### src/fpd_pkg.sv
// Notes on behaviour
// - Config bit 5 clear enables the bus timeout; set disables it.
// - Config bit 4 clear: output low at full duty; set: output high.
// - Auto mode, config bit 3 clear: zero duty once temperature plus hysteresis is under start, start duty at it.
// - Config bit 3 set: start duty held below start threshold, rising above.
// - Config bit 2 set disables spin-up; clear allows spin-up from rest.
// - Alarm mask bit 7 blocks remote faults, bit 6 blocks local faults.
// - Start duty of 240 is full duty; larger values count as full.
// - Maximum duty caps automatic duty between 2 and 240; above 240 is full.
// - Manual mode ignores the maximum duty register.
// - Auto mode writes the computed target duty into the target register.
// - Nonzero ramp rate moves present duty toward target gradually.
// - Reading the present duty register returns the duty now on the output.
// - Remote and local start-temperature registers set each channel threshold.
// - Fan setup bit 7 picks hysteresis: 5 degrees clear, 10 degrees set.
// - Fan setup bit 6 picks temperature step: 1 degree clear, 2 set.
// - Fan setup bit 5 selects remote control, bit 4 selects local control.
// - Both source bits set: the higher of the two channel duties wins.
// - Both source bits clear: manual target drives duty, clipped to 240.
// - Ramp bits 7..5 set increment interval; increments are 2/240, also manual.
// - Ramp code 000 applies duty changes immediately.
// - Step bits 7..4 set duty change per temperature step.
// - Ramp codes give 0, 1/16, 1/8, 1/4, 1/2, 1, 2, 4 second intervals.
// - Step code N changes duty by 2N/240 per step; zero means no change.
// - Spin-up forces output on for 2 s; without it duty jumps at once.
package fpd_pkg;

  // Register offsets.
  localparam logic [7:0] ADDR_CONFIG     = 8'h02;
  localparam logic [7:0] ADDR_MASK       = 8'h06;
  localparam logic [7:0] ADDR_START_DUTY = 8'h07;
  localparam logic [7:0] ADDR_MAX_DUTY   = 8'h08;
  localparam logic [7:0] ADDR_TARGET     = 8'h09;
  localparam logic [7:0] ADDR_PRESENT    = 8'h0a;
  localparam logic [7:0] ADDR_REM_START  = 8'h0b;
  localparam logic [7:0] ADDR_LOC_START  = 8'h0c;
  localparam logic [7:0] ADDR_FAN_SETUP  = 8'h0d;
  localparam logic [7:0] ADDR_RAMP_RATE  = 8'h0e;
  localparam logic [7:0] ADDR_STEP_SIZE  = 8'h0f;

  // Reset values.
  localparam logic [7:0] RST_CONFIG     = 8'h00;
  localparam logic [7:0] RST_MASK       = 8'h00;
  localparam logic [7:0] RST_START_DUTY = 8'h60;
  localparam logic [7:0] RST_MAX_DUTY   = 8'hf0;
  localparam logic [7:0] RST_ZERO       = 8'h00;
  localparam logic [7:0] RST_RAMP_RATE  = 8'ha0;
  localparam logic [7:0] RST_STEP_SIZE  = 8'h50;

  // Field positions.
  localparam int CFG_TIMEOUT_DIS = 5;
  localparam int CFG_INVERT      = 4;
  localparam int CFG_MIN_DUTY    = 3;
  localparam int CFG_SPIN_DIS    = 2;
  localparam int MASK_REMOTE     = 7;
  localparam int MASK_LOCAL      = 6;
  localparam int SETUP_HYST      = 7;
  localparam int SETUP_TSTEP     = 6;
  localparam int SETUP_REMOTE    = 5;
  localparam int SETUP_LOCAL     = 4;

  // Duty scale: 240 counts make a full period.
  localparam logic [7:0] DUTY_FULL  = 8'hf0;
  localparam logic [7:0] DUTY_FLOOR = 8'h02;
  localparam logic [7:0] DUTY_INC   = 8'h02;
  localparam logic [7:0] HYST_LO    = 8'h05;
  localparam logic [7:0] HYST_HI    = 8'h0a;

  // Timing.
  localparam int CLK_MHZ       = 100;
  localparam int RAMP_BASE_US  = 62500;
  localparam int RAMP_BASE_CYC = RAMP_BASE_US * CLK_MHZ;
  localparam int SPINUP_MS     = 2000;
  localparam int SPINUP_CYC    = SPINUP_MS * 1000 * CLK_MHZ;
  localparam int PWM_HZ        = 33;
  localparam int PWM_TICK_CYC  = (CLK_MHZ * 1000000) / (PWM_HZ * 240);

  // Output drive state.
  typedef enum logic [0:0] {
    FPD_RUN  = 1'b0,
    FPD_SPIN = 1'b1
  } fpd_mode_t;

endpackage

### src/fpd_fan_pwm.sv
`timescale 1ns/1ps
module fpd_fan_pwm #(
  parameter int RAMP_CYC  = fpd_pkg::RAMP_BASE_CYC,
  parameter int SPIN_CYC  = fpd_pkg::SPINUP_CYC,
  parameter int TICK_CYC  = fpd_pkg::PWM_TICK_CYC
) (
  // Clock and reset.
  input  wire logic       clk_sys,
  input  wire logic       rst_n,
  // Register port behind the serial-bus engine.
  input  wire logic       reg_wr,
  input  wire logic       reg_rd,
  input  wire logic [7:0] reg_addr,
  input  wire logic [7:0] reg_wdata,
  output logic      [7:0] reg_rdata,
  // Temperature readings and channel faults.
  input  wire logic [7:0] remote_temp,
  input  wire logic [7:0] local_temp,
  input  wire logic       remote_fault,
  input  wire logic       local_fault,
  // Bus engine control.
  output logic            bus_timeout_en,
  // Fan drive pin, open drain.
  input  wire logic       fan_drive_in,
  output logic            fan_drive_out,
  output logic            fan_drive_oe,
  // Over-temperature pin, open drain, active low.
  input  wire logic       overtemp_alarm_n_in,
  output logic            overtemp_alarm_n,
  output logic            overtemp_alarm_n_oe
);
  import fpd_pkg::*;

  typedef struct packed {
    logic [7:0]  cfg;
    logic [7:0]  mask;
    logic [7:0]  start_duty;
    logic [7:0]  max_duty;
    logic [7:0]  target;
    logic [7:0]  present;
    logic [7:0]  rem_start;
    logic [7:0]  loc_start;
    logic [7:0]  setup;
    logic [7:0]  rate;
    logic [7:0]  step;
    logic        rem_on;
    logic        loc_on;
    fpd_mode_t   mode;
    logic [31:0] ramp_cnt;
    logic [31:0] spin_cnt;
    logic [31:0] tick_cnt;
    logic [7:0]  slot;
    logic [7:0]  rdata;
    logic        tmo_en;
    logic        fan_lvl;
    logic        fan_oe;
    logic        alarm_n;
    logic        alarm_oe;
  } fpd_state_t;

  fpd_state_t st;
  fpd_state_t next_st;

  // Clip a duty value to the full-scale count.
  function automatic logic [7:0] fpd_clip(input logic [7:0] v);
    fpd_clip = (v > DUTY_FULL) ? DUTY_FULL : v;
  endfunction

  // Duty for one channel from its reading, threshold and engaged flag.
  function automatic logic [7:0] fpd_chan_duty(
    input logic [7:0] temp,
    input logic [7:0] start,
    input logic       on,
    input logic       min_hold,
    input logic       two_deg,
    input logic [3:0] step_code,
    input logic [7:0] sduty,
    input logic [7:0] mduty
  );
    logic [7:0]  steps;
    logic [15:0] sum;
    logic [7:0]  duty;
    steps = 8'h00;
    sum   = 16'h0000;
    duty  = 8'h00;
    if (temp >= start)
    begin
      steps = two_deg ? ((temp - start) >> 1) : (temp - start);
      sum = {8'h00, sduty} + 16'(steps) * 16'({step_code, 1'b0});
      duty = (sum > 16'(DUTY_FULL)) ? DUTY_FULL : sum[7:0];
    end
    else if (on || min_hold)
      duty = sduty;
    else
      duty = 8'h00;
    fpd_chan_duty = (duty > mduty) ? mduty : duty;
  endfunction

  // Channel engage flag with hysteresis below the threshold.
  function automatic logic fpd_engage(
    input logic [7:0] temp,
    input logic [7:0] start,
    input logic [7:0] hyst,
    input logic       on
  );
    if (temp >= start)
      fpd_engage = 1'b1;
    else if ({1'b0, temp} + {1'b0, hyst} < {1'b0, start})
      fpd_engage = 1'b0;
    else
      fpd_engage = on;
  endfunction

  logic       auto_mode;
  logic [7:0] sduty_lim;
  logic [7:0] mduty_lim;
  logic [7:0] hyst;
  logic [7:0] rem_duty;
  logic [7:0] loc_duty;
  logic [7:0] auto_duty;
  logic [7:0] goal;
  logic [7:0] view_duty;
  logic [31:0] interval;
  logic       active;

  // Control law: channel duties, source selection and clipping.
  always_comb
  begin
    auto_mode = st.setup[SETUP_REMOTE] | st.setup[SETUP_LOCAL];
    sduty_lim = fpd_clip(st.start_duty);
    mduty_lim = fpd_clip(st.max_duty);
    if (mduty_lim < DUTY_FLOOR)
      mduty_lim = DUTY_FLOOR;
    hyst = st.setup[SETUP_HYST] ? HYST_HI : HYST_LO;
    rem_duty = fpd_chan_duty(remote_temp, st.rem_start, st.rem_on, st.cfg[CFG_MIN_DUTY],
                             st.setup[SETUP_TSTEP], st.step[7:4], sduty_lim,
                             mduty_lim);
    loc_duty = fpd_chan_duty(local_temp, st.loc_start, st.loc_on, st.cfg[CFG_MIN_DUTY],
                             st.setup[SETUP_TSTEP], st.step[7:4], sduty_lim,
                             mduty_lim);
    if (st.setup[SETUP_REMOTE] && st.setup[SETUP_LOCAL])
      auto_duty = (rem_duty > loc_duty) ? rem_duty : loc_duty;
    else if (st.setup[SETUP_REMOTE])
      auto_duty = rem_duty;
    else
      auto_duty = loc_duty;
    // Manual goal bypasses the maximum register entirely.
    goal = auto_mode ? st.target : fpd_clip(st.target);
    view_duty = (st.mode == FPD_SPIN) ? DUTY_FULL : st.present;
    interval = (st.rate[7:5] == 3'b000) ? 32'd1 :
               (32'(RAMP_CYC) << (st.rate[7:5] - 3'b001));
    active = st.slot < view_duty;
  end

  // Next state: register writes, ramp, spin-up, pulse generator, pins.
  always_comb
  begin
    next_st = st;
    if (reg_wr)
    begin
      case (reg_addr)
        ADDR_CONFIG:     next_st.cfg = reg_wdata;
        ADDR_MASK:       next_st.mask = reg_wdata;
        ADDR_START_DUTY: next_st.start_duty = reg_wdata;
        ADDR_MAX_DUTY:   next_st.max_duty = reg_wdata;
        ADDR_TARGET:     next_st.target = reg_wdata;
        ADDR_REM_START:  next_st.rem_start = reg_wdata;
        ADDR_LOC_START:  next_st.loc_start = reg_wdata;
        ADDR_FAN_SETUP:  next_st.setup = reg_wdata;
        ADDR_RAMP_RATE:  next_st.rate = reg_wdata;
        ADDR_STEP_SIZE:  next_st.step = reg_wdata;
        default:         next_st.cfg = st.cfg;
      endcase
    end
    // In automatic mode the computed target overrides any host write.
    if (auto_mode)
      next_st.target = auto_duty;
    next_st.rem_on = fpd_engage(remote_temp, st.rem_start, hyst, st.rem_on);
    next_st.loc_on = fpd_engage(local_temp, st.loc_start, hyst, st.loc_on);

    // Read port; unmapped offsets read as zero.
    if (reg_rd)
    begin
      case (reg_addr)
        ADDR_CONFIG:     next_st.rdata = st.cfg;
        ADDR_MASK:       next_st.rdata = st.mask;
        ADDR_START_DUTY: next_st.rdata = st.start_duty;
        ADDR_MAX_DUTY:   next_st.rdata = st.max_duty;
        ADDR_TARGET:     next_st.rdata = st.target;
        ADDR_PRESENT:    next_st.rdata = view_duty;
        ADDR_REM_START:  next_st.rdata = st.rem_start;
        ADDR_LOC_START:  next_st.rdata = st.loc_start;
        ADDR_FAN_SETUP:  next_st.rdata = st.setup;
        ADDR_RAMP_RATE:  next_st.rdata = st.rate;
        ADDR_STEP_SIZE:  next_st.rdata = st.step;
        default:         next_st.rdata = 8'h00;
      endcase
    end

    // Duty movement. A stalled fan needs a full kick before any ramp.
    case (st.mode)
      FPD_RUN:
      begin
        if (st.present == 8'h00 && goal != 8'h00)
        begin
          next_st.ramp_cnt = 32'd0;
          if (st.cfg[CFG_SPIN_DIS])
            next_st.present = goal;
          else
          begin
            next_st.mode = FPD_SPIN;
            next_st.spin_cnt = 32'd0;
          end
        end
        else if (st.rate[7:5] == 3'b000 || st.present == goal)
        begin
          next_st.present = goal;
          next_st.ramp_cnt = 32'd0;
        end
        else if (st.ramp_cnt >= interval - 32'd1)
        begin
          next_st.ramp_cnt = 32'd0;
          // Each increment is two counts; a smaller gap closes exactly.
          if (goal > st.present)
            next_st.present = (goal - st.present > DUTY_INC) ?
                              st.present + DUTY_INC : goal;
          else
            next_st.present = (st.present - goal > DUTY_INC) ?
                              st.present - DUTY_INC : goal;
        end
        else
          next_st.ramp_cnt = st.ramp_cnt + 32'd1;
      end
      FPD_SPIN:
      begin
        if (goal == 8'h00)
          next_st.mode = FPD_RUN;
        else if (st.spin_cnt >= 32'(SPIN_CYC) - 32'd1)
        begin
          next_st.mode = FPD_RUN;
          next_st.present = goal;
        end
        else
          next_st.spin_cnt = st.spin_cnt + 32'd1;
      end
      default:
        next_st.mode = FPD_RUN;
    endcase

    // Period of 240 slots, each slot TICK_CYC clocks long.
    if (st.tick_cnt >= 32'(TICK_CYC) - 32'd1)
    begin
      next_st.tick_cnt = 32'd0;
      next_st.slot = (st.slot >= DUTY_FULL - 8'h01) ? 8'h00 : st.slot + 8'h01;
    end
    else
      next_st.tick_cnt = st.tick_cnt + 32'd1;

    // Pin levels. The pin is pulled low only when the wanted level is low.
    next_st.fan_lvl = active ? st.cfg[CFG_INVERT] : ~st.cfg[CFG_INVERT];
    next_st.fan_oe = ~next_st.fan_lvl;
    next_st.alarm_oe = (remote_fault & ~st.mask[MASK_REMOTE]) |
                       (local_fault & ~st.mask[MASK_LOCAL]);
    next_st.alarm_n = ~next_st.alarm_oe;
    next_st.tmo_en = ~st.cfg[CFG_TIMEOUT_DIS];
  end

  // State register.
  always_ff @(posedge clk_sys or negedge rst_n)
  begin
    if (!rst_n)
    begin
      st <= '0;
      st.cfg <= RST_CONFIG;
      st.mask <= RST_MASK;
      st.start_duty <= RST_START_DUTY;
      st.max_duty <= RST_MAX_DUTY;
      st.target <= RST_ZERO;
      st.present <= RST_ZERO;
      st.rem_start <= RST_ZERO;
      st.loc_start <= RST_ZERO;
      st.setup <= RST_ZERO;
      st.rate <= RST_RAMP_RATE;
      st.step <= RST_STEP_SIZE;
      st.mode <= FPD_RUN;
      st.tmo_en <= 1'b1;
      st.alarm_n <= 1'b1;
      st.fan_lvl <= 1'b1;
    end
    else
      st <= next_st;
  end

  // Outputs straight from the state register.
  assign reg_rdata = st.rdata;
  assign bus_timeout_en = st.tmo_en;
  assign fan_drive_out = st.fan_lvl;
  assign fan_drive_oe = st.fan_oe;
  assign overtemp_alarm_n = st.alarm_n;
  assign overtemp_alarm_n_oe = st.alarm_oe;

  // Checks on the control law. Every output is a flip-flop, so most checks look one
  // cycle after the cause and compare against the state sampled at the cause.
  timeout_ctrl_a: assert property (@(posedge clk_sys) disable iff (!rst_n)
    ##1 bus_timeout_en == !$past(st.cfg[CFG_TIMEOUT_DIS]))
    else $error("bus timeout enable does not follow config bit");

  full_polarity_a: assert property (@(posedge clk_sys) disable iff (!rst_n)
    (st.mode == FPD_SPIN) |=> fan_drive_oe == !$past(st.cfg[CFG_INVERT]))
    else $error("output level wrong at full duty");

  alarm_mask_a: assert property (@(posedge clk_sys) disable iff (!rst_n)
    (st.mask[MASK_REMOTE] && st.mask[MASK_LOCAL]) |=> !overtemp_alarm_n_oe)
    else $error("masked fault reached the alarm pin");

  alarm_raise_a: assert property (@(posedge clk_sys) disable iff (!rst_n)
    (remote_fault && !st.mask[MASK_REMOTE]) |=> overtemp_alarm_n_oe && !overtemp_alarm_n)
    else $error("unmasked remote fault did not assert alarm");

  manual_clip_a: assert property (@(posedge clk_sys) disable iff (!rst_n)
    (!auto_mode && st.mode == FPD_RUN && st.rate[7:5] == 3'b000 && st.present != 8'h00)
    |=> st.present == (($past(st.target) > DUTY_FULL) ? DUTY_FULL : $past(st.target)))
    else $error("manual duty not applied or not clipped");

  auto_cap_a: assert property (@(posedge clk_sys) disable iff (!rst_n)
    auto_mode |=> st.target <= (($past(st.max_duty) < DUTY_FLOOR) ? DUTY_FLOOR :
                                ($past(st.max_duty) > DUTY_FULL) ? DUTY_FULL :
                                $past(st.max_duty)))
    else $error("automatic target above maximum duty");

  ramp_step_a: assert property (@(posedge clk_sys) disable iff (!rst_n)
    (st.mode == FPD_RUN && st.rate[7:5] != 3'b000 && st.present != 8'h00)
    |=> (st.present <= $past(st.present) + DUTY_INC) &&
        (st.present + DUTY_INC >= $past(st.present)))
    else $error("ramp moved more than one increment");

  spin_start_a: assert property (@(posedge clk_sys) disable iff (!rst_n)
    (st.mode == FPD_RUN && st.present == 8'h00 && goal != 8'h00 &&
     !st.cfg[CFG_SPIN_DIS]) |=> st.mode == FPD_SPIN ##1
    (st.mode == FPD_SPIN || $past(goal) == 8'h00))
    else $error("spin-up not entered from rest");

  spin_skip_a: assert property (@(posedge clk_sys) disable iff (!rst_n)
    (st.mode == FPD_RUN && st.present == 8'h00 && goal != 8'h00 &&
     st.cfg[CFG_SPIN_DIS]) |=> st.present == $past(goal) && st.mode == FPD_RUN)
    else $error("duty did not jump with spin-up disabled");

  present_read_a: assert property (@(posedge clk_sys) disable iff (!rst_n)
    (reg_rd && reg_addr == ADDR_PRESENT) |=> reg_rdata == $past(view_duty))
    else $error("present duty read mismatch");

  both_max_a: assert property (@(posedge clk_sys) disable iff (!rst_n)
    (st.setup[SETUP_REMOTE] && st.setup[SETUP_LOCAL])
    |=> (st.target >= $past(rem_duty)) && (st.target >= $past(loc_duty)))
    else $error("combined mode did not take the higher channel duty");

  manual_keep_a: assert property (@(posedge clk_sys) disable iff (!rst_n)
    (!auto_mode && !(reg_wr && reg_addr == ADDR_TARGET)) |=> st.target == $past(st.target))
    else $error("manual target changed without a host write");

  ramp_hold_a: assert property (@(posedge clk_sys) disable iff (!rst_n)
    (st.mode == FPD_RUN && st.rate[7:5] != 3'b000 && st.present != 8'h00 &&
     st.ramp_cnt < interval - 32'd1) |=> st.present == $past(st.present))
    else $error("duty moved before the ramp interval ran out");

  local_raise_a: assert property (@(posedge clk_sys) disable iff (!rst_n)
    (local_fault && !st.mask[MASK_LOCAL]) |=> overtemp_alarm_n_oe && !overtemp_alarm_n)
    else $error("unmasked local fault did not assert alarm");

  alarm_quiet_a: assert property (@(posedge clk_sys) disable iff (!rst_n)
    (!remote_fault && !local_fault) |=> !overtemp_alarm_n_oe && overtemp_alarm_n)
    else $error("alarm asserted with no fault present");

endmodule

### config.mk
export PLATFORM = sky130hd
export DESIGN_NAME = fpd_fan_pwm
export DESIGN_NICKNAME = d
export VERILOG_FILES = /design/src/fpd_pkg.sv /design/src/fpd_fan_pwm.sv
export SDC_FILE = /design/constraint.sdc
export NUM_CORES = 1
export LEC_CHECK = 0
export ABC_CLOCK_PERIOD_IN_PS = 21800
export BUFFER_PORTS_ARGS = -buffer_cell sky130_fd_sc_hd__buf_4
export CAP_MARGIN = 20
export CORE_ASPECT_RATIO = 0.5
export CORE_UTILIZATION = 50
export DETAILED_ROUTE_END_ITERATION = 6
export PLACE_DENSITY_LB_ADDON = 0.2
export SKIP_LAST_GASP = 1
export SLEW_MARGIN = 20
export SYNTH_ARGS = -nofsm -noshare
export SYNTH_HDL_FRONTEND = slang
export SYNTH_SLANG_ARGS = --single-unit
### constraint.sdc
create_clock -name clk_sys -period 21.8 [get_ports clk_sys]
set_input_delay 1.09 -clock clk_sys [delete_from_list [all_inputs] [get_ports clk_sys]]
set_output_delay 1.09 -clock clk_sys [all_outputs]
set_load 0.1 [all_outputs]
== After elaboration in Yosys (flattened, before gate mapping) ==
Cells that the tools add are included.
Storage, ports and cells
  input port bits: 40
  logic and storage cells: 174
  flip-flop bits (word level): 208
Cells by class
  magnitude comparators: 21
  bitwise gates (word level): 11
  add/subtract/negate cells: 16
  shift operators: 1
  muxes and demuxes: 55
  $mul: 2
  equality and inequality tests: 19
  reductions and logical operators: 25
Operators by type and width (count)
  32-bit two-way mux: 9
  8-bit two-way mux: 32
  32-bit by 1-bit adder with 32-bit output (second input constant): 3
  8-bit one-hot mux with 11 select lines: 1
  8-bit by 4-bit equality test with 1-bit output (second input constant): 8
  32-bit one-hot mux with 2 select lines: 1
  32-bit by 14-bit greater-or-equal comparator with 1-bit output (second input constant): 1
  32-bit by 28-bit greater-or-equal comparator with 1-bit output (second input constant): 1
  32-bit greater-or-equal comparator: 1
  8-bit greater-than comparator: 4
  23-bit by 3-bit << shifter with 32-bit output (first input constant): 1
  32-bit by 1-bit subtractor with 32-bit output (second input constant): 1
  8-bit subtractor: 4
  8-bit by 13-bit adder with 14-bit output: 2
  14-bit by 8-bit greater-than comparator with 1-bit output (second input constant): 2
  8-bit greater-than comparator (second input constant): 3
  8-bit by 4-bit multiplier with 12-bit output: 2
  2-bit AND reduction: 10
  8-bit by 4-bit adder with 9-bit output: 2
  9-bit by 8-bit < comparator with 1-bit output: 2
  8-bit by 3-bit equality test with 1-bit output (second input constant): 2
  8-bit greater-or-equal comparator: 2
  8-bit by 2-bit greater-than comparator with 1-bit output (second input constant): 2
  8-bit zero test: 2
  other kinds (26): 52

== Longest topological paths before layout ==
Gate-level depths: netlist of the first run.
  depth after elaboration: 13
  depth in mapped cells: 47
  mapped depth without buffers: 46

== Worst setup path before layout of the first run ==
Ideal clock, no wire load.
  path kind: input to register
  start point: input remote_temp[1]
  end point: register st[169] (netlist name)
  slack: 12.413 ns
  buffers on the path: 2
  stages on the path: 41
  arrival: 9.309 ns
  required time: 21.722 ns
  path through: ha_1 -> nor2b_1 -> o21ai_0 -> a21boi_0 -> o21ai_0 -> a21boi_0 -> o21ai_0 -> mux2_2 -> a221oi_1 -> nor2b_1 -> fa_1 -> inv_1 -> fa_1 -> inv_1 -> ha_1 -> or4b_1 -> and4_1 -> and2_1 -> (+5 left out) -> ha_1 -> nor2b_1 -> o21ai_0 -> a21oi_1 -> o21bai_1 -> a22oi_1 -> clkbuf_1 -> mux2_2 -> ha_1 -> a21o_1 -> a21oi_1 -> nand2_1 -> o211ai_1 -> inv_1 -> a21o_1 -> a22oi_1 -> o22ai_1 -> a21oi_1
Between the ends
  cells in the longest elaborated chain, start to end: 13
Ends and longest elaborated chain
  from (decl): line fpd_fan_pwm.sv:17  | input wire logic [7:0] remote_temp,
  8-bit subtractor: line fpd_fan_pwm.sv:88  | steps = two_deg ? ((temp - start) >> 1) : (temp - start);
  8-bit two-way mux: line fpd_fan_pwm.sv:88
  8-bit by 4-bit multiplier with 12-bit output: line fpd_fan_pwm.sv:89  | sum = {8'h00, sduty} + 16'(steps) * 16'({step_code, 1'b0});
  8-bit by 13-bit adder with 14-bit output: line fpd_fan_pwm.sv:89
  14-bit by 8-bit greater-than comparator with 1-bit output: line fpd_fan_pwm.sv:90  | duty = (sum > 16'(DUTY_FULL)) ? DUTY_FULL : sum[7:0];
  8-bit two-way mux: line fpd_fan_pwm.sv:90
  8-bit two-way mux (*): line fpd_fan_pwm.sv:86  | if (temp >= start)
  8-bit greater-than comparator: line fpd_fan_pwm.sv:96  | fpd_chan_duty = (duty > mduty) ? mduty : duty;
  8-bit two-way mux (*): line fpd_fan_pwm.sv:96
  8-bit greater-than comparator: line fpd_fan_pwm.sv:142  | auto_duty = (rem_duty > loc_duty) ? rem_duty : loc_duty;
  8-bit two-way mux: line fpd_fan_pwm.sv:142
  8-bit two-way mux (*): line fpd_fan_pwm.sv:141  | if (st.setup[SETUP_REMOTE] && st.setup[SETUP_LOCAL])
  8-bit two-way mux (*): line fpd_fan_pwm.sv:176  | if (auto_mode)
  to (signal assigned): line fpd_fan_pwm.sv:291  | st <= next_st;
  to (decl): line fpd_fan_pwm.sv:61  | fpd_state_t st;
Every way passes the cells marked *; elsewhere a longest branch is shown, timed or not.
A chain may end at the register's enable or synchronous reset.

== Worst setup path after layout of the first run ==
  start point: input local_temp[1]
  end point: register st[169] (netlist name)
Between the ends
  cells in the longest elaborated chain, start to end: 13
Ends and longest elaborated chain
  from (decl): line fpd_fan_pwm.sv:18  | input wire logic [7:0] local_temp,
  8-bit subtractor: line fpd_fan_pwm.sv:88
  8-bit two-way mux: line fpd_fan_pwm.sv:88
  8-bit by 4-bit multiplier with 12-bit output: line fpd_fan_pwm.sv:89
  8-bit by 13-bit adder with 14-bit output: line fpd_fan_pwm.sv:89
  14-bit by 8-bit greater-than comparator with 1-bit output: line fpd_fan_pwm.sv:90
  8-bit two-way mux: line fpd_fan_pwm.sv:90
  8-bit two-way mux (*): line fpd_fan_pwm.sv:86
  8-bit greater-than comparator: line fpd_fan_pwm.sv:96
  8-bit two-way mux (*): line fpd_fan_pwm.sv:96
  8-bit greater-than comparator: line fpd_fan_pwm.sv:142
  8-bit two-way mux: line fpd_fan_pwm.sv:142
  8-bit two-way mux (*): line fpd_fan_pwm.sv:141
  8-bit two-way mux (*): line fpd_fan_pwm.sv:176
Marked as above.

==> results.ini, run 1 <==
[detailed_routing]
drt-wirelength-per-cell_um=17.5
num_vias=14536
dr.pass1.iters=5
drtIter0Drc=1357
vias_per_cell=5.89
route.detailed.drc=0
routed_wl_um=43200
final_antenna_net_count=0

[clocking]
clock_sinks=208
clockBufferDepth=3
htreeDepth=1
postCtsHoldBufs=0
numCtsBuffers=21
clk_pin_slew_ns=0.07
cts_setup_buffers=0
cts_tree=yes
cts_resized=0
clk_latency_ns=0.52
clock-root-buffer=clkbuf_16

[timing]
slew_headroom=0.292
maxSlewViolCount=0
setup_tns_ns=0
setup_viol=0
max_clock_freq_ghz=0.0985
fin_crit_ns=10.15
tightest_slew_ns=1.05
finalHoldViolations=0
skew_ns=0.0154
period_share=0.466
holdWs_ns=0.460
rsz0062_at_grt=no

[finish]
layout.nets=2238
antennaDiodeCount=0
area_growth_pct=8.82
fill_cells=3131
fin_cells=2468
design_area_um2=18900
drive_gt1_frac=0.104

[synth]
synth_cell_types=85
yosys.cell_count.top_type=dfrtp_1
yosysTopAreaCell=dfrtp_1
synthesis.area_um2=17300
syn_inst=1966
async_flop_share=1.00
ys.flop_type=dfrtp_1
synth.avg_cell_area_um2=8.81
ys_top_cells_by_area=dfrtp_1 28%, ha_1 13%, mux2_2 5.1%
synth_top_area_share=0.282
yosysSeqAreaShare=0.301
ys_ff_latch=208
synth_enable_flop_cells=0
synthTopCellsByCount=195 x dfrtp_1, 178 x ha_1, 157 x nor2_1
yosysWarnings=0

[critical_path]
cp.arrival_ns=10.59
worstSetupEndpointType=flop
cpPeakStageDelay_ns=0.53
slowest_stage=fa_1
cp_max_fo=16
critPathLaunchType=input port
path_class=input port to flop
required_ns=22.24

[floorplanning]
core_um2=33600
die_w_um=265
ioPinCount=53
die_h_um=134
fp.dieArea_um2=35500
rows=47
start_util=0.516

[global_routing]
grt_use_total=0.248
global_route.usage.met1=0.355
antenna_found_initial=1
grt_pass1_wl_um=71900
grt_util_met3=0.0290
grt-ovfl-total=0
grtUsageMet2=0.407
grt_max_degree=82
gr-max-usage-layer=met2
grt_pass1_vias=13854

[place]
post-dp-hpwl_um=32300
dpl-instance-area_um2=18100
placed_cells=2430
gp_congestion=0.917
port_buffers=50

[flow_run]
maxCapViolCount=0

[min_path]
hp-class=flop to flop

[power]
ir_worst_vdd_v=0.0000534
power.density_nw_per_um2=73.4
power_mw=1.39
cellLeakagePower_nw=8.77

[run_status]
status=complete, no violations

## state kept, by name, summed over array words and instances (netlist names)
register             cells
reg_rdata                8
fan_drive_out            1
st                     195
fan_drive_oe             1
overtemp_alarm_n_oe      1
overtemp_alarm_n         1
bus_timeout_en           1
## placed cells by master, fill, tap and decap left out, types with 36 or more instances in the layout
cell and instances:
inv_1 147, dfrtp_1 195, nor2_1 157, mux2i_1 41
a21oi_1 96, nand2_1 154, nor2b_1 52, nand2b_1 38
o21ai_0 134, nand3_1 66, xor2_1 36, mux2_2 79
ha_1 178, xnor2_1 41, buf_4 57
## critical path, delay by kind of cell
kind	cells	cell delay [ns]
AOI/OAI and AO/OA	18	4.44
xor gates and xnor gates	1	0.18
muxes	1	0.43
adders and majority gates	7	2.45
and+or+nand+nor	11	1.34
buffers and inverters	6	0.63
## worst paths after layout
path                                      from  slack (ns)  cells past startpoint                        to
max                              local_temp[1]       11.65                     44       st[169]$_DFFE_PN0P_
min                        st[205]$_DFFE_PN0P_        0.46                      1  bus_timeout_en$_DFF_PN1_
max reg2reg                st[145]$_DFFE_PN0P_       11.79                     44       st[169]$_DFFE_PN0P_
min reg2reg                st[205]$_DFFE_PN0P_        0.46                      1  bus_timeout_en$_DFF_PN1_
max in group asynchronous                rst_n       19.44                      3  reg_rdata[4]$_DFFE_PN0P_
min in group asynchronous                rst_n        0.54                      1          st[41]$_DFF_PN0_
## logic make-up after synthesis
kind of cell	share of synthesized area
mux	0.0750
buf+inv	0.0518
simple gates	0.190
other cells	0.000216
flops	0.301
xor+xnor	0.0389
fa+ha+maj	0.166
compound gates	0.176
## routing by layer
metal | wire [µm] | vias up
met5 | 13 | -
met4 | 727 | 2
met3 | 2150 | 60
met2 | 19800 | 343
met1 | 20500 | 7066
li1 | - | 7065
## through the flow
step | util | setup slack (ns)
after floorplan | - | 12.41
after global placement | 0.539 | 11.38
after detailed placement | 0.539 | 11.28
after CTS | 0.561 | 11.80
after global routing | 0.562 | 10.91
final | 0.562 | 11.65
## report_power, final
part	total, mW	switching (mW)	internal (mW)
combinational	0.510	0.301	0.209
sequential	0.480	0.0606	0.420
clock	0.395	0.162	0.233
total	1.39	0.524	0.861
## layout make-up
type	instances	area [µm²]	share of cell area
multi-input cells	1551	11300	0.599
clock inverters	14	191	0.0102
inverters	147	552	0.0293
flip-flops and latches	208	5220	0.277
clock buffers	24	557	0.0295
repair buffers	59	454	0.0241
well taps	465	582	0.0309
No activity file was read; power rests on OpenSTA's default activity.
==> inputs of run 2 (changes only) <==
- ABC_CLOCK_PERIOD_IN_PS: 21800 -> 8520
- clock period: 21.8 -> 8.52 ns (I/O delays scaled with it)
==> results.ini, run 2 (synthesis gave the netlist of run 1 again) <==
[flow_run]
maxCapViolCount=0  ; unchanged

[timing]
setup_viol=0  ; unchanged
max_clock_freq_ghz=0.117
maxSlewViolCount=0  ; unchanged
skew_ns=0.0161  ; was 0.0154 ns
rsz0062_at_grt=yes  ; was no
period_share=0.999
finalHoldViolations=0  ; unchanged
fin_crit_ns=8.51
slew_headroom=0.279  ; was 0.292
tightest_slew_ns=1.07  ; was 1.05 ns
holdWs_ns=0.189  ; was 0.460 ns

[critical_path]
path_class=flop to flop  ; was input port to flop
critPathLaunchType=flop  ; was input port
regToRegStartpoint=st[152]$_DFFE_PN0P_  ; was st[145]$_DFFE_PN0P_
r2r_end=st[169]$_DFFE_PN0P_  ; unchanged
r2r_slack_ns=0.006  ; was 11.79 ns
reg2reg_depth=41  ; was 44
slowest_stage=fa_1  ; unchanged
critPathLaunch=st[152]$_DFFE_PN0P_  ; was local_temp[1]
worstSetupEndpointType=flop  ; unchanged
cp_max_fo=5  ; was 16
required_ns=8.95  ; was 22.24 ns
cp.arrival_ns=8.95  ; was 10.59 ns
cpPeakStageDelay_ns=0.49  ; was 0.53 ns
critPathMostFrequentCell=buf_4

[global_routing]
grt_max_degree=78  ; was 82
grt-ovfl-total=0  ; unchanged
grt_pass1_wl_um=74900  ; was 71,900 µm
antenna_found_initial=0  ; was 1
grt_use_total=0.258  ; was 0.248
grt_pass1_vias=14578  ; was 13,854

[detailed_routing]
dr.pass1.iters=5  ; unchanged
final_antenna_net_count=0  ; unchanged
vias_per_cell=5.82  ; was 5.89
routed_wl_um=46500  ; was 43,200 µm
num_vias=15167  ; was 14,536
drt-wirelength-per-cell_um=17.9  ; was 17.5 µm
drtIter0Drc=1206  ; was 1,357
route.detailed.drc=0  ; unchanged

[finish]
fin_cells=2606  ; was 2,468
drive_gt1_frac=0.221  ; was 0.104
fill_cells=2913  ; was 3,131
multi_input_area_um2=12100  ; was 11,300 µm²
antennaDiodeCount=0  ; unchanged
layout_common_cells=193 x dfrtp_1, 186 x buf_4, 156 x ha_1  ; was 195 x dfrtp_1, 178 x ha_1, 157 x nor2_1
final_common_cell=dfrtp_1  ; unchanged
seqCellArea_um2=5220  ; about the same
layout.nets=2378  ; was 2,238
largest_register_ffs=195  ; unchanged
top_register=st  ; unchanged
area_growth_pct=19.4  ; was 8.82%

[power]
ir_worst_vdd_v=0.000113  ; was 0.0000534 V
power.density_nw_per_um2=182  ; was 73.4 nW/µm²
cellLeakagePower_nw=9.54  ; was 8.77 nW

[floorplanning]
core_um2=33600  ; unchanged
fp.dieArea_um2=35500  ; unchanged
ioPinCount=53  ; unchanged
start_util=0.516  ; unchanged
die_w_um=265  ; unchanged
rows=47  ; unchanged
die_h_um=134  ; unchanged

[place]
placed_cells=2537  ; was 2,430
port_buffers=50  ; unchanged
gp_congestion=0.978  ; was 0.917
post-dp-hpwl_um=33900  ; was 32,300 µm

[clocking]
clock-root-buffer=clkbuf_16  ; unchanged
numCtsBuffers=21  ; unchanged
clock_sinks=208  ; unchanged
clk_pin_slew_ns=0.07  ; about the same
htreeDepth=1  ; unchanged
cts_tree=yes  ; unchanged
clk_latency_ns=0.51  ; was 0.52 ns
clockBufferDepth=3  ; unchanged

[min_path]
holdPathStages=3  ; was 1
hold_end=overtemp_alarm_n_oe$_DFF_PN0_  ; was bus_timeout_en$_DFF_PN1_
hp-class=input port to flop  ; was flop to flop
hold_start=remote_fault  ; was st[205]$_DFFE_PN0P_

[run_status]
status=complete, no violations  ; unchanged

==> run 2: changes by cell type in the layout (fill, tap and decap cells not counted), sizes merged, moves of 3 or more <==
cell	before	now
bufinv	4	1
clkbuf	24	32
clkinv	5	2
clkinvlp	4	1
buf	59	196
==> run 2: worst max path at each step <==
stage	to	cells past startpoint
2_1_floorplan	st[169]$_DFFE_PN0P_	44
3_3_place_gp	st[169]$_DFFE_PN0P_	42
3_5_place_dp	st[169]$_DFFE_PN0P_	43
4_1_cts	st[171]$_DFFE_PN0P_	40
5_1_grt	st[169]$_DFFE_PN0P_	45
6_report	st[169]$_DFFE_PN0P_	41
==> run 2: repair_timing <==
| action | in CTS | in global routing |
|---|---|---|
| setup buffers | 11 | 19 |
| gates resized for setup | 28 | 146 |
| hold buffers | 1 | 0 |
| endpoints found under the hold margin | 75 | 0 |
| gates cloned | 1 | 2 |
| pin swaps | 18 | 100 |
| setup endpoints to repair | 8 | 8 |
==> run 2: metal layers <==
metal | track usage | share of wire
met1 | 0.363 | 0.46
met2 | 0.421 | 0.46
met3 | 0.0366 | 0.054
met4 | 0.0572 | 0.021
met5 | 0 | 0
==> run 2: through the flow <==
stage               utilization  instance area [µm²]  setup WS [ns]  total power, mW  setup TNS [ns]
detailed placement        0.564                18900         -0.336             2.63           -2.12
CTS                       0.590                19800        0.00805             3.60               0
finish                    0.616                20700        0.00609             3.78               0
global route              0.616                20700         -0.313             4.01           -1.51
global placement          0.564                18900         -0.235             2.61           -1.28
floorplan                     -                17400         0.0209             2.18               0
==> run 2: worst max-delay path: cells and delay by family, from the launching register on <==
| kind | cells | cell delay, ns |
|---|---|---|
| AOI/OAI and AO/OA | 16 | 2.53 |
| xor gates and xnor gates | 2 | 0.56 |
| adders and majority gates | 8 | 2.83 |
| buffers and inverters | 9 | 1.25 |
| DFF | 1 | 0.42 |
| muxes | 1 | 0.25 |
| and+or+nand+nor | 5 | 0.60 |
==> run 2: final cells by class <==
class	instances	share of cell area
Tap cell	465	0.0281
Inverter	147	0.0267
Timing Repair Buffer	199	0.0768
Clock inverter	6	0.00314
Clock buffer	30	0.0299
Sequential cell	208	0.252
Multi-Input combinational cell	1551	0.583
==> run 2: where the power goes <==
group	internal (mW)	total, mW	switching (mW)
clock network	0.538	0.937	0.400
registers	1.07	1.22	0.146
logic	0.746	1.62	0.874
total	2.36	3.78	1.42
==> inputs of run 3 (changes only) <==
- ABC_CLOCK_PERIOD_IN_PS: 8520 -> 6900
- clock period: 8.52 -> 6.9 ns (I/O delays scaled with it)
==> results.ini, run 3 (synthesis gave the netlist of run 1 again) <==
[power]
switching_power_mw=1.75  ; was 1.42 mW
pwr-share-seq=0.323  ; about the same
combPwrFrac=0.426  ; was 0.429
intPower_mw=2.88  ; was 2.36 mW
cellLeakagePower_nw=9.94  ; was 9.54 nW
power.density_nw_per_um2=219  ; was 182 nW/µm²
p_sw_frac=0.378  ; was 0.376
power_mw=4.63  ; was 3.78 mW
ir_worst_vdd_v=0.000192  ; was 0.000113 V
p_clk_frac=0.251  ; was 0.248

[floorplanning]
die_h_um=134  ; unchanged
die_w_um=265  ; unchanged
rows=47  ; unchanged
fp.dieArea_um2=35500  ; unchanged
start_util=0.516  ; unchanged
core_um2=33600  ; unchanged
ioPinCount=53  ; unchanged

[finish]
top_register=st  ; unchanged
final_common_cell=buf_4  ; was dfrtp_1
largest_register_ffs=195  ; unchanged
area_growth_pct=21.7  ; was 19.4%
layout.nets=2470  ; was 2,378
final_util=0.628  ; was 0.616
antennaDiodeCount=0  ; unchanged
drive_gt1_frac=0.237  ; was 0.221
design_area_um2=21100  ; was 20,700 µm²
layout_common_cells=282 x buf_4, 195 x dfrtp_1, 161 x ha_1  ; was 193 x dfrtp_1, 186 x buf_4, 156 x ha_1

[global_routing]
grt_max_degree=145  ; was 78
grt_pass1_vias=15020  ; was 14,578
antenna_found_initial=0  ; unchanged
grt_pass1_wl_um=76200  ; was 74,900 µm
grt_use_total=0.263  ; was 0.258
grt-ovfl-total=0  ; unchanged

[detailed_routing]
drtIter0Drc=1069  ; was 1,206
wl_met2_um=21100  ; was 21,500 µm
dr.pass1.iters=5  ; unchanged
final_antenna_net_count=0  ; unchanged
num_vias=15463  ; was 15,167
route.detailed.drc=0  ; unchanged
routed_wl_um=46000  ; was 46,500 µm
wl_met1_um=21900  ; was 21,600 µm
drt-wirelength-per-cell_um=17.0  ; was 17.9 µm
vias_per_cell=5.73  ; was 5.82
routed-wl-met3_um=1780  ; was 2510 µm
top_layer=met4  ; unchanged

[critical_path]
slowest_stage=fa_1  ; unchanged
required_ns=7.29  ; was 8.95 ns
cpPeakStageDelay_ns=0.50  ; was 0.49 ns
path_class=flop to flop  ; unchanged
critPathLaunchType=flop  ; unchanged
worstSetupEndpointType=flop  ; unchanged
path_buf_inv=8  ; was 9
critPathMostFrequentCell=a21oi_1  ; was buf_4
cp_max_fo=8  ; was 5
cp.arrival_ns=8.69  ; was 8.95 ns
crit_family=compound AO/OA/AOI/OAI gates  ; was adder cells

[clocking]
numCtsBuffers=21  ; unchanged
clockBufferDepth=3  ; unchanged
clock-root-buffer=clkbuf_16  ; unchanged
clk_pin_slew_ns=0.07  ; about the same
clock_sinks=208  ; unchanged
clk_latency_ns=0.52  ; was 0.51 ns
htreeDepth=1  ; unchanged
cts_tree=yes  ; unchanged

[timing]
skew_ns=0.0200  ; was 0.0161 ns
tightest_slew_ns=0.956  ; was 1.07 ns
setup_slack_ns=-1.40  ; was 0.00609 ns
maxSlewViolCount=0  ; unchanged
fin_crit_ns=8.30  ; was 8.51 ns
setup_viol=8  ; was 0
holdWs_ns=0.106  ; was 0.189 ns
rsz0062_at_grt=yes  ; unchanged
finalHoldViolations=0  ; unchanged
max_clock_freq_ghz=0.120  ; was 0.117 GHz
slew_headroom=0.357  ; was 0.279
period_share=1.20  ; was 0.999

[place]
dpl-instance-area_um2=19700  ; was 18,900 µm²
port_buffers=50  ; unchanged
gp_congestion=0.907  ; was 0.978
post-dp-hpwl_um=34600  ; was 33,900 µm

[run_status]
status=finished, violations left  ; was complete, no violations
violations=setup timing

[min_path]
hp-class=input port to flop  ; unchanged

[flow_run]
maxCapViolCount=0  ; unchanged

## run 3: layer usage
metal | up-vias | global-route usage
li1 | 7532 | -
met5 | - | 0
met4 | 0 | 0.0703
met3 | 85 | 0.0246
met2 | 355 | 0.430
met1 | 7491 | 0.373
## run 3: what timing repair did
| action | in CTS | in global routing |
|---|---|---|
| gates resized for setup | 61 | 37 |
| cloned | 1 | 0 |
| hold endpoints to repair | 0 | 47 |
| buffers inserted | 19 | 5 |
| hold buffers | 0 | 1 |
| pin swaps | 65 | 48 |
| endpoints found under the setup margin | 8 | 8 |
## run 3: worst reg2reg max path, delay by kind of cell (launching register included)
family	cells	cell delay (ns)
fa+ha+maj	8	2.73
xor+xnor	1	0.15
mux	1	0.17
simple gates	9	1.00
flops	1	0.42
compound gates	20	2.76
buf+inv	8	0.98
## run 3: final timing paths
check | from | endpoint | slack (ns) | depth (start not counted)
setup / recovery | st[152]$_DFFE_PN0P_ | st[169]$_DFFE_PN0P_ | -1.40 | 47
hold / removal | remote_fault | overtemp_alarm_n_oe$_DFF_PN0_ | 0.11 | 3
setup reg to reg | st[152]$_DFFE_PN0P_ | st[169]$_DFFE_PN0P_ | -1.40 | 47
hold reg to reg | st[205]$_DFFE_PN0P_ | bus_timeout_en$_DFF_PN1_ | 0.46 | 1
max in group asynchronous | rst_n | st[92]$_DFFE_PN0N_ | 4.94 | 4
min in group asynchronous | rst_n | st[76]$_DFFE_PN0P_ | 0.34 | 2
## run 3: through the flow
step | TNS (ns) | cells | worst slack, ns
3_3_place_gp | -11.45 | 2634 | -1.50
5_1_grt | -14.24 | 2699 | -1.89
3_5_place_dp | -12.85 | 2634 | -1.70
4_1_cts | -10.62 | 2691 | -1.41
2_1_floorplan | -8.62 | 1983 | -1.22
6_report | -10.65 | 2699 | -1.40
## run 3: area by class of cell
type	instances	area (µm²)
Sequential cell	208	5220
Fill cell	2839	12500
Timing Repair Buffer	291	2230
Clock buffer	24	547
Multi-Input combinational cell	1551	11800
Clock inverter	13	130
Tap cell	465	582
Inverter	147	552
## run 3: power by group through the flow
stage | Sequential [mW] | Clock, mW | Combinational (mW)
final | 1.50 | 1.16 | 1.97
after global routing | 1.51 | 1.22 | 2.19
after CTS | 1.49 | 1.18 | 1.91
after detailed placement | 1.51 | 0 | 1.81
after global placement | 1.51 | 0 | 1.78
after floorplan | 1.46 | 0 | 1.26
